===== config.mk =====
export PLATFORM = sky130hd
export DESIGN_NAME = link_err_bank
export DESIGN_NICKNAME = d
export VERILOG_FILES = /design/src/shared/link_err_pkg.sv /design/src/design/link_err_port.sv /design/src/design/link_err_bank.sv
export VERILOG_INCLUDE_DIRS = /design/src /design/src/shared
export SDC_FILE = /design/constraint.sdc
export NUM_CORES = 1
export LEC_CHECK = 0
export ABC_AREA = 1
export BUFFER_PORTS_ARGS = -buffer_cell sky130_fd_sc_hd__buf_4
export CORE_MARGIN = 3
export CORE_UTILIZATION = 51
export DETAILED_ROUTE_END_ITERATION = 12
export PLACE_DENSITY = 0.87
export SYNTH_ARGS = -nofsm -noshare
export SYNTH_HDL_FRONTEND = slang
export SYNTH_SLANG_ARGS = --single-unit

===== constraint.sdc =====
create_clock -name clk_i -period 1.45 [get_ports clk_i]
set_clock_uncertainty 0.15 [all_clocks]
set_input_delay 0.0725 -clock clk_i [delete_from_list [all_inputs] [get_ports clk_i]]
set_output_delay 0.0725 -clock clk_i [all_outputs]
set_load 0.1 [all_outputs]

===== src/shared/link_err_defines.svh =====
// link error status register constants: offsets, field positions, reset values
// assumes inclusion by bare name from the package and design files
`ifndef LINK_ERR_DEFINES_SVH
`define LINK_ERR_DEFINES_SVH

// register byte offsets (one aligned word each)
`define ERR_STATUS_OFFSET 12'h000
`define IRQ_PENDING_OFFSET 12'h004
`define IRQ_MASK_OFFSET 12'h008
`define PHY_STATE_OFFSET 12'h00C

// field positions in the link error status word
`define PHY_CHANGE_BIT 16
`define UNUSED_DIAG_BIT 17
`define INTERNAL_ERR_BIT 11
`define PROTOCOL_ERR_BIT 10

// field positions inside one port's byte of the interrupt pending word
`define PEND_PHY_CHANGE_BIT 0
`define PEND_INTERNAL_ERR_BIT 2
`define PEND_PROTOCOL_ERR_BIT 4
`define PEND_PORT_STRIDE 8

// reset values
`define ERR_STATUS_RESET 32'h0000_0000
`define IRQ_MASK_RESET 32'h0000_0000

`endif


===== src/shared/link_err_pkg.sv =====
// types shared by the link error status bank
// assumes link_err_defines.svh is on the include path
package link_err_pkg;
  `include "link_err_defines.svh"

  // event strobes of one port from the link layer and phy
  typedef struct packed {
    logic fifo_error;
    logic bad_fis;
  } port_event_type;

  // three sticky flags of one port
  typedef struct packed {
    logic phy_change;
    logic internal_err;
    logic protocol_err;
  } port_flags_type;

  // apb request from the master
  typedef struct packed {
    logic psel;
    logic penable;
    logic pwrite;
    logic [11:0] paddr;
    logic [31:0] pwdata;
  } apb_req_type;
endpackage : link_err_pkg


===== src/design/link_err_port.sv =====
// one port's sticky flags of the link error status register
// assumes phy_ready_signal_i is already synchronised to clk_i
`timescale 1ns/10ps
`default_nettype none
module link_err_port (
  // clock and reset
  input wire logic clk_i,
  input wire logic nrst_i,
  input wire logic en_i,
  // link side
  input wire logic phy_ready_signal_i,
  input wire link_err_pkg::port_event_type events_i,
  // software clear, one pulse per flag
  input wire link_err_pkg::port_flags_type clear_i,
  // flag state
  output link_err_pkg::port_flags_type flags_o
);
  import link_err_pkg::*;

  port_flags_type flags_reg;
  port_flags_type flags_next;
  logic ready_reg;
  logic ready_next;

  // set wins over a clear in the same cycle so no event is lost
  always_comb begin
    ready_next = phy_ready_signal_i;
    flags_next = flags_reg;
    if (clear_i.phy_change) flags_next.phy_change = 1'b0;
    if (clear_i.internal_err) flags_next.internal_err = 1'b0;
    if (clear_i.protocol_err) flags_next.protocol_err = 1'b0;
    // any edge of phy ready, incl. first ready during init; never ready keeps it clear
    if (phy_ready_signal_i != ready_reg) flags_next.phy_change = 1'b1;
    if (events_i.fifo_error) flags_next.internal_err = 1'b1;
    if (events_i.bad_fis) flags_next.protocol_err = 1'b1;
  end

  // ready history resets to not ready so the first ready counts as a change
  always_ff @(posedge clk_i or negedge nrst_i) begin
    if (!nrst_i) begin
      flags_reg <= '0;
      ready_reg <= 1'b0;
    end else if (en_i) begin
      flags_reg <= flags_next;
      ready_reg <= ready_next;
    end
  end

  assign flags_o = flags_reg;
endmodule : link_err_port
`default_nettype wire


===== src/design/link_err_bank.sv =====
// link error status bank for a four-port serial link controller, apb slave
// assumes apb master on clk_i; phy ready pins are asynchronous, events are on clk_i
//
// The implementer's own choices: the APB interface to the registers and the placing of the registers.
`timescale 1ns/10ps
`default_nettype none
`include "link_err_defines.svh"
module link_err_bank #(
  parameter int PORTS = 4
) (
  // clock, reset, enable
  input wire logic clk_i,
  input wire logic nrst_i,
  input wire logic en_i,
  // apb slave
  input wire link_err_pkg::apb_req_type apb_i,
  output logic [31:0] prdata_o,
  output logic pready_o,
  output logic pslverr_o,
  // link side
  input wire logic [PORTS-1:0] phy_ready_signal_i,
  input wire link_err_pkg::port_event_type [PORTS-1:0] events_i,
  // interrupt
  output logic irq_o
);
  import link_err_pkg::*;

  // pending word has one byte per port; more ports cannot fit
  if (PORTS < 1 || PORTS > 4) begin : gen_bad_ports
    $error("PORTS must be 1 to 4");
  end

  ////////////////////////////////////////////////////////////////////
  // synchronisers for the asynchronous phy ready pins
  logic [PORTS-1:0] ready_meta_reg;
  logic [PORTS-1:0] ready_sync_reg;

  // first stage only feeds the second
  always_ff @(posedge clk_i or negedge nrst_i) begin
    if (!nrst_i) begin
      ready_meta_reg <= '0;
      ready_sync_reg <= '0;
    end else if (en_i) begin
      ready_meta_reg <= phy_ready_signal_i;
      ready_sync_reg <= ready_meta_reg;
    end
  end

  ////////////////////////////////////////////////////////////////////
  // apb decode
  logic access;
  logic write_access;
  logic [3:0] sel;

  assign access = apb_i.psel && apb_i.penable;
  assign write_access = access && apb_i.pwrite && en_i;
  // zero wait state slave; frozen enable stalls the bus
  assign pready_o = en_i;

  // register select; unmapped offsets answer slverr
  always_comb begin
    sel = 4'h0;
    case (apb_i.paddr)
      `ERR_STATUS_OFFSET: sel = 4'h1;
      `IRQ_PENDING_OFFSET: sel = 4'h2;
      `IRQ_MASK_OFFSET: sel = 4'h4;
      `PHY_STATE_OFFSET: sel = 4'h8;
      default: sel = 4'h0;
    endcase
  end
  assign pslverr_o = access && (sel == 4'h0);

  ////////////////////////////////////////////////////////////////////
  // mask register and the per port flag banks
  logic [31:0] mask_reg;
  logic [31:0] mask_next;
  // a net, because every port block drives its own byte of it
  wire logic [31:0] pending;
  logic [31:0] status_word [PORTS];
  port_flags_type flags [PORTS];

  // ports share one status window; the port select register picks the one shown
  logic [1:0] port_sel_reg;
  logic [1:0] port_sel_next;

  genvar g;
  generate
    for (g = 0; g < PORTS; g++) begin : gen_port
      port_flags_type clr;

      // write one to clear, only for the selected port's status word
      always_comb begin
        clr = '0;
        if (write_access && sel[0] && port_sel_reg == 2'(g)) begin
          clr.phy_change = apb_i.pwdata[`PHY_CHANGE_BIT];
          clr.internal_err = apb_i.pwdata[`INTERNAL_ERR_BIT];
          clr.protocol_err = apb_i.pwdata[`PROTOCOL_ERR_BIT];
        end else if (write_access && sel[1]) begin
          // clearing through the pending word clears the source flag
          clr.phy_change = apb_i.pwdata[g*`PEND_PORT_STRIDE+`PEND_PHY_CHANGE_BIT];
          clr.internal_err = apb_i.pwdata[g*`PEND_PORT_STRIDE+`PEND_INTERNAL_ERR_BIT];
          clr.protocol_err = apb_i.pwdata[g*`PEND_PORT_STRIDE+`PEND_PROTOCOL_ERR_BIT];
        end
      end

      link_err_port u_port (
        .clk_i(clk_i),
        .nrst_i(nrst_i),
        .en_i(en_i),
        .phy_ready_signal_i(ready_sync_reg[g]),
        .events_i(events_i[g]),
        .clear_i(clr),
        .flags_o(flags[g])
      );

      // reserved bits 17 and 15:12 are never driven, read as zero
      always_comb begin
        status_word[g] = `ERR_STATUS_RESET;
        status_word[g][`PHY_CHANGE_BIT] = flags[g].phy_change;
        status_word[g][`INTERNAL_ERR_BIT] = flags[g].internal_err;
        status_word[g][`PROTOCOL_ERR_BIT] = flags[g].protocol_err;
      end

      // mirror into the shared pending word
      assign pending[g*`PEND_PORT_STRIDE+`PEND_PHY_CHANGE_BIT] = flags[g].phy_change;
      assign pending[g*`PEND_PORT_STRIDE+`PEND_INTERNAL_ERR_BIT] = flags[g].internal_err;
      assign pending[g*`PEND_PORT_STRIDE+`PEND_PROTOCOL_ERR_BIT] = flags[g].protocol_err;
      assign pending[g*`PEND_PORT_STRIDE+1] = 1'b0;
      assign pending[g*`PEND_PORT_STRIDE+3] = 1'b0;
      assign pending[g*`PEND_PORT_STRIDE+7:g*`PEND_PORT_STRIDE+5] = 3'h0;
    end
    if (PORTS < 4) begin : gen_unused
      assign pending[31:PORTS*`PEND_PORT_STRIDE] = '0;
    end
  endgenerate

  ////////////////////////////////////////////////////////////////////
  // mask and port select updates; only flag bits of the mask are kept
  always_comb begin
    mask_next = mask_reg;
    port_sel_next = port_sel_reg;
    if (write_access && sel[2]) mask_next = apb_i.pwdata & 32'h1515_1515;
    if (write_access && sel[3]) port_sel_next = apb_i.pwdata[1:0];
  end

  always_ff @(posedge clk_i or negedge nrst_i) begin
    if (!nrst_i) begin
      mask_reg <= `IRQ_MASK_RESET;
      port_sel_reg <= 2'h0;
    end else if (en_i) begin
      mask_reg <= mask_next;
      port_sel_reg <= port_sel_next;
    end
  end

  // level interrupt while any enabled pending bit is set
  assign irq_o = |(pending & mask_reg);

  ////////////////////////////////////////////////////////////////////
  // read data, registered so data outputs come from flip-flops
  logic [31:0] prdata_reg;
  logic [31:0] prdata_next;

  // read data is captured in setup so it stands during the access phase
  always_comb begin
    prdata_next = prdata_reg;
    if (apb_i.psel && !apb_i.penable && !apb_i.pwrite) begin
      case (1'b1)
        sel[0]: prdata_next = status_word[port_sel_reg];
        sel[1]: prdata_next = pending;
        sel[2]: prdata_next = mask_reg;
        sel[3]: prdata_next = {30'h0, port_sel_reg};
        default: prdata_next = 32'h0000_0000;
      endcase
    end
  end

  always_ff @(posedge clk_i or negedge nrst_i) begin
    if (!nrst_i) prdata_reg <= 32'h0000_0000;
    else if (en_i) prdata_reg <= prdata_next;
  end

  assign prdata_o = prdata_reg;
endmodule : link_err_bank
`default_nettype wire


-- Yosys cells after proc, flatten, opt, wreduce, memory -nomap -nowiden
Cells that the tools add are included.
- magnitude comparators: 1
- equal/unequal tests: 10
- muxes and demuxes: 40
- bitwise gates (word level): 2
- reduce and logical (&&, ||, !) cells: 47
- operators by type and width (operator ; number):
    $mux 32 ; 3
    $bmux 32 s2 ; 1
    $mux 29 ; 2
    $reduce_or 32->1 ; 1
    $reduce_and 2->1 ; 15
    $and 29x29->29 ; 1
    $eq 12x4->1 const B ; 2
    $mux 1 ; 24
    $mux 3 ; 8
    $reduce_bool 2->1 ; 12
    $pmux 4 s4 ; 1
    $logic_and 1x1->1 ; 14
    $eq 12x3->1 const B ; 1
    $logic_not 12->1 ; 1
    $eq 2x2->1 const B ; 2
    $logic_not 4->1 ; 1
    $ne 1x1->1 ; 4
    $ge 3x3->1 const B ; 1
    $not 2->3 ; 1
    $eq 2x1->1 const B ; 1
    $logic_not 1->1 ; 2
    $logic_not 2->1 ; 1
    $mux 2 ; 1
- bits in registers: 70
- output and inout bits: 35
- word-level logic and storage cells: 121

-- Logic depth before layout (Yosys ltp)
- depth after elaboration: 8
- depth in mapped cells: 10
- depth with buffers taken out: 9

-- Modules after synthesis
Synthesis repeated with hierarchy kept, for this count alone.
- cell total of the unflattened synthesis: 397
- area, all modules: 3017.9 sq um
- by module, submodules not included (module ; times used ; cells an instance ; area an instance (sq um)):
    link_err_bank ; 1 ; 305 ; 2317.2
    link_err_port ; 4 ; 23 ; 175.2

-- Least setup slack after synthesis
No wires, ideal clock.
- path kind: input -> output
- from: in apb_i[43] (netlist name)
- to: out pslverr_o
- data arrival time: 1.925 ns
- required time: 1.228 ns
- path slack: -0.698 ns
- stages on the path: 8
- path buffers: 2
- cell sequence: nor2_1 nand2_1 nor2_4 buf_6 buf_4 nand2_1 nand3_1 nor2_1
- longest elaborated chain between the ends: 4
- elaborated cells on any way between the ends: 7
- those cells by class: eq/ne: 3; mux: 1; reduce/logical: 3
- ends and longest elaborated chain (what ; RTL line ; source):
    start: declaration ; link_err_bank.sv:16 ; input wire link_err_pkg::apb_req_type apb_i,
    $eq 12x4->1 (tied with other cells) ; link_err_bank.sv:63 ; case (apb_i.paddr)
    $pmux 4 s4 * ; link_err_bank.sv:63 ;
    $logic_not 4->1 * ; link_err_bank.sv:71 ; assign pslverr_o = access && (sel == 4'h0);
    $logic_and 1x1->1 * ; link_err_bank.sv:71 ;
    end: declaration ; link_err_bank.sv:19 ; output logic pslverr_o,
Mark *: on every way between the ends. The rest lies on a longest branch, timed or not.

-- Worst setup path after layout
- from: reg gen_port[2].u_port.flags_reg, in the netlist gen_port[2].u_port.flags_o[2]
- to: out irq_o
- longest elaborated chain between the ends: 2
- ends and longest elaborated chain (what ; RTL line ; source):
    start: declaration ; link_err_port.sv:20 ; port_flags_type flags_reg;
    start signal: assignment ; link_err_port.sv:44 ; flags_reg <= flags_next;
    $and 29x29->29 ; link_err_bank.sv:157 ; assign irq_o = |(pending & mask_reg);
    $reduce_or 32->1 ; link_err_bank.sv:157 ;
    end: declaration ; link_err_bank.sv:24 ; output logic irq_o
Every way passes these cells.

==> flow_summary.toml <==
[setup_path]
reg2reg_to = "gen_port[0].u_port.flags_o[0]$_DFFE_PN0P_"
rrSetupSlack_ns = 0.01
critPathLaunchType = "register"
timing.rr.start = "port_sel_reg[1]$_DFFE_PN0P_"
cpLargestDelayFamily = "flip-flops"
path_class = "reg -> out"
crit_start = "gen_port[2].u_port.flags_o[2]$_DFFE_PN0P_"
worstPathArrival_ns = 1.45
cp.depth = 6
path_cells = "nand2_2 > o21ai_2 > a221oi_2 > buf_4 > nand3_4 > buf_12"
path_max_fanout = 2
critPathRequiredTime_ns = 1.23
cp.buffers_inverters = 2
endpoint = "irq_o"
reg2reg_depth = 7
max_stage_delay_ns = 0.40
endpoint_kind = "primary output"
cpMaxStageDelayCell = "dfrtp_1"

[status]
failed_checks = "negative setup slack"
status = "finished, violations left"

[logic_synthesis]
syn_inst = 392
synth-seq-area-share_pct = 44.2
synth_area_leader_cell = "dfrtp_1"
syn_area_mm2 = 0.00294
syn_area_per_cell_um2 = 7.51
synthTopCellsByArea = "dfrtp_1 (44%), nand2_1 (19%), buf_4 (5.9%)"
ys_warn_count = 0
ys_types = 30
ys_ff_latch = 52
netlist.area_leader.share_pct = 44.2

[timing]
slew_headroom_pct = 55.7
fin_crit_ns = 1.68
fmaxAchievable_mhz = 596
finalMaxSlewViolations = 0
hold_ws_ns = 0.0298
grt_setup_unrepaired = "yes"
setup_viol = 1
fin_ws_ns = -0.227
hold_viol = 0
period_share_pct = 116
worst_slew_pin_slew_ns = 0.665

[floorplanning]
initial_core_util_pct = 53.1
die-width_um = 82.0
core_mm2 = 0.00554
dieArea_mm2 = 0.00672
io_pins = 97
die_y_um = 82.0
rows = 27

[route]
drcViolationCount = 0
vias = 3125
ant_nets = 0
wire_per_inst_um = 14.6
maxUsedRoutingLayer = "met4"
dr_wl_met2_um = 4380
met1Wirelength_um = 3450
wirelength_um = 8780
vias_per_cell = 5.19
wl_met3_um = 663
drtIter0Drc = 216
first_pass_iters = 5

[global_routing]
grt_use_total_pct = 27.9
grt_max_degree = 53
grt_pass1_wl_um = 14200
antenna_found_initial = 0
grt_pass1_vias = 3100
overflow = 0

[power]
power.density_mw_per_mm2 = 727
p_total_mw = 3.11
leakagePower_nw = 2.25
ir_drop_mv = 0.664

[cts]
root_buffer = "clkbuf_8"
clock_sinks = 52
cts_max_path_buffers = 2
cts_buffers = 5
clkLatencyLatePin_ns = 0.31
cts_tree = "done"
clk_pin_slew_ns = 0.09
htreeDepth = 2

[hold_path]
hold_path_class = "in -> reg"
holdPathStages = 5

[finish]
syn_to_final_growth_pct = 45.6
layout.nets = 591
largest_register_ffs = 14
drive_gt1_share_pct = 32.3
fin_cells = 602
diodes = 0

[flow_run]
maxCapViolCount = 0

[place]
hpwl_um = 5980
gp_congestion = 0.899
port_buffers = 60
dp_cells = 554
## cell families (layout without fill, tap and decap cells)
group                     after synthesis  count (layout)  synth area share [%]
xor gates and xnor gates                1               1                 0.298
AOI/OAI and AO/OA                      39              39                  7.78
and+or+nand+nor                       228             228                  34.1
DFF                                    52              52                  44.2
other                                   1              18                 0.127
buffers and inverters                  67             188                  11.9
muxes                                   4               4                  1.53
## placed cells by master (no fill, tap or decap), types with 2 or more instances in the layout
cell           instances
a21oi_1                7
o21ai_0               10
a22o_1                 4
o21ai_2                2
dfrtp_2                2
dfrtp_1               50
conb_1                18
inv_1                 25
nor2_2                 5
nor2_1                13
nand4_1               17
buf_12                 2
nand2_2                8
dlygate4sd3_1         27
buf_4                113
mux2_2                 4
a221oi_2               3
nor2_4                 6
buf_6                  4
inv_2                  7
nand2_1              141
o21ai_1                9
clkbuf_8               5
nand3_1               30
nand3_2                3
## worst register-to-register path: cells and delay by family (launching register included)
family	cells	cell delay (ns)
buffers and inverters	1	0.15
AND/OR/NAND/NOR	6	0.58
flip-flops	1	0.45
## worst min-delay path by stage
stage	slack (ns)	from	end
final	0.03	apb_i[35]	prdata_o[1]$_DFFE_PN0P_
after global routing	0.06	apb_i[35]	prdata_o[1]$_DFFE_PN0P_
after CTS	0.02	apb_i[35]	prdata_o[1]$_DFFE_PN0P_
after detailed placement	-0.002	nrst_i	ready_meta_reg[2]$_DFFE_PN0P_
after global placement	-0.02	nrst_i	gen_port[2].u_port.ready_reg$_DFFE_PN0P_
after floorplan	-0.37	nrst_i	gen_port[0].u_port.flags_o[0]$_DFFE_PN0P_
## area by class of cell
cell class	count	area (µm²)
Inverter	34	130
Clock inverter	2	35.0
Timing Repair Buffer	146	1200
Fill cell	403	1260
Clock buffer	6	72.6
Sequential cell	52	1300
Tap cell	72	90.1
Multi-Input combinational cell	290	1450
## through the flow
| step | instance area (µm²) | setup WS [ns] | util [%] | TNS [ns] |
|---|---|---|---|---|
| after floorplan | 3030 | 0.0315 | - | 0 |
| after global placement | 3700 | -0.0303 | 66.8 | -0.0706 |
| after detailed placement | 3700 | -0.0482 | 66.8 | -0.203 |
| after CTS | 4210 | -0.208 | 75.9 | -0.323 |
| after global routing | 4280 | -0.321 | 77.3 | -0.573 |
| final | 4280 | -0.227 | 77.3 | -0.227 |
## cell usage after synthesis
master	n
inv_2	3
clkinv_1	1
o21ai_1	9
nand3b_1	1
nand2_2	2
nand2_1	148
nor2_1	16
a22oi_1	1
buf_6	1
conb_1	1
a221oi_1	3
clkbuf_1	4
nor2_4	3
o22ai_1	2
buf_2	5
dfrtp_1	52
nand4_1	17
a21oi_1	7
xor2_1	1
buf_4	23
mux2_2	4
or2_0	1
a22o_1	4
o21ai_0	12
nor3_1	1
o211ai_1	1
nand3_1	31
nor2_2	5
inv_1	30
nand3_2	3
## per-layer routing
layer / global-route usage, % / vias up
met5: 0 / -
met4: 11.6 / 0
met3: 5.26 / 26
met2: 47.8 / 141
met1: 34.2 / 1459
li1: - / 1499
## where the power goes
part | switching (mW) | leakage, nW | total, mW | internal, mW
clock network | 0.498 | 0.0552 | 1.01 | 0.513
logic | 0.401 | 1.59 | 0.589 | 0.188
registers | 0.0242 | 0.608 | 1.51 | 1.49
total | 0.923 | 2.25 | 3.11 | 2.19
## what timing repair did
action / 4_1_cts / 5_1_grt
endpoints found under the setup margin: 2 / 17
resized for setup: 15 / 21
setup buffers: 11 / 8
pin swaps: 5 / 17
hold endpoints to repair: 79 / 0
hold buffers: 27 / 0
Power figures use the tool's default switching activity.
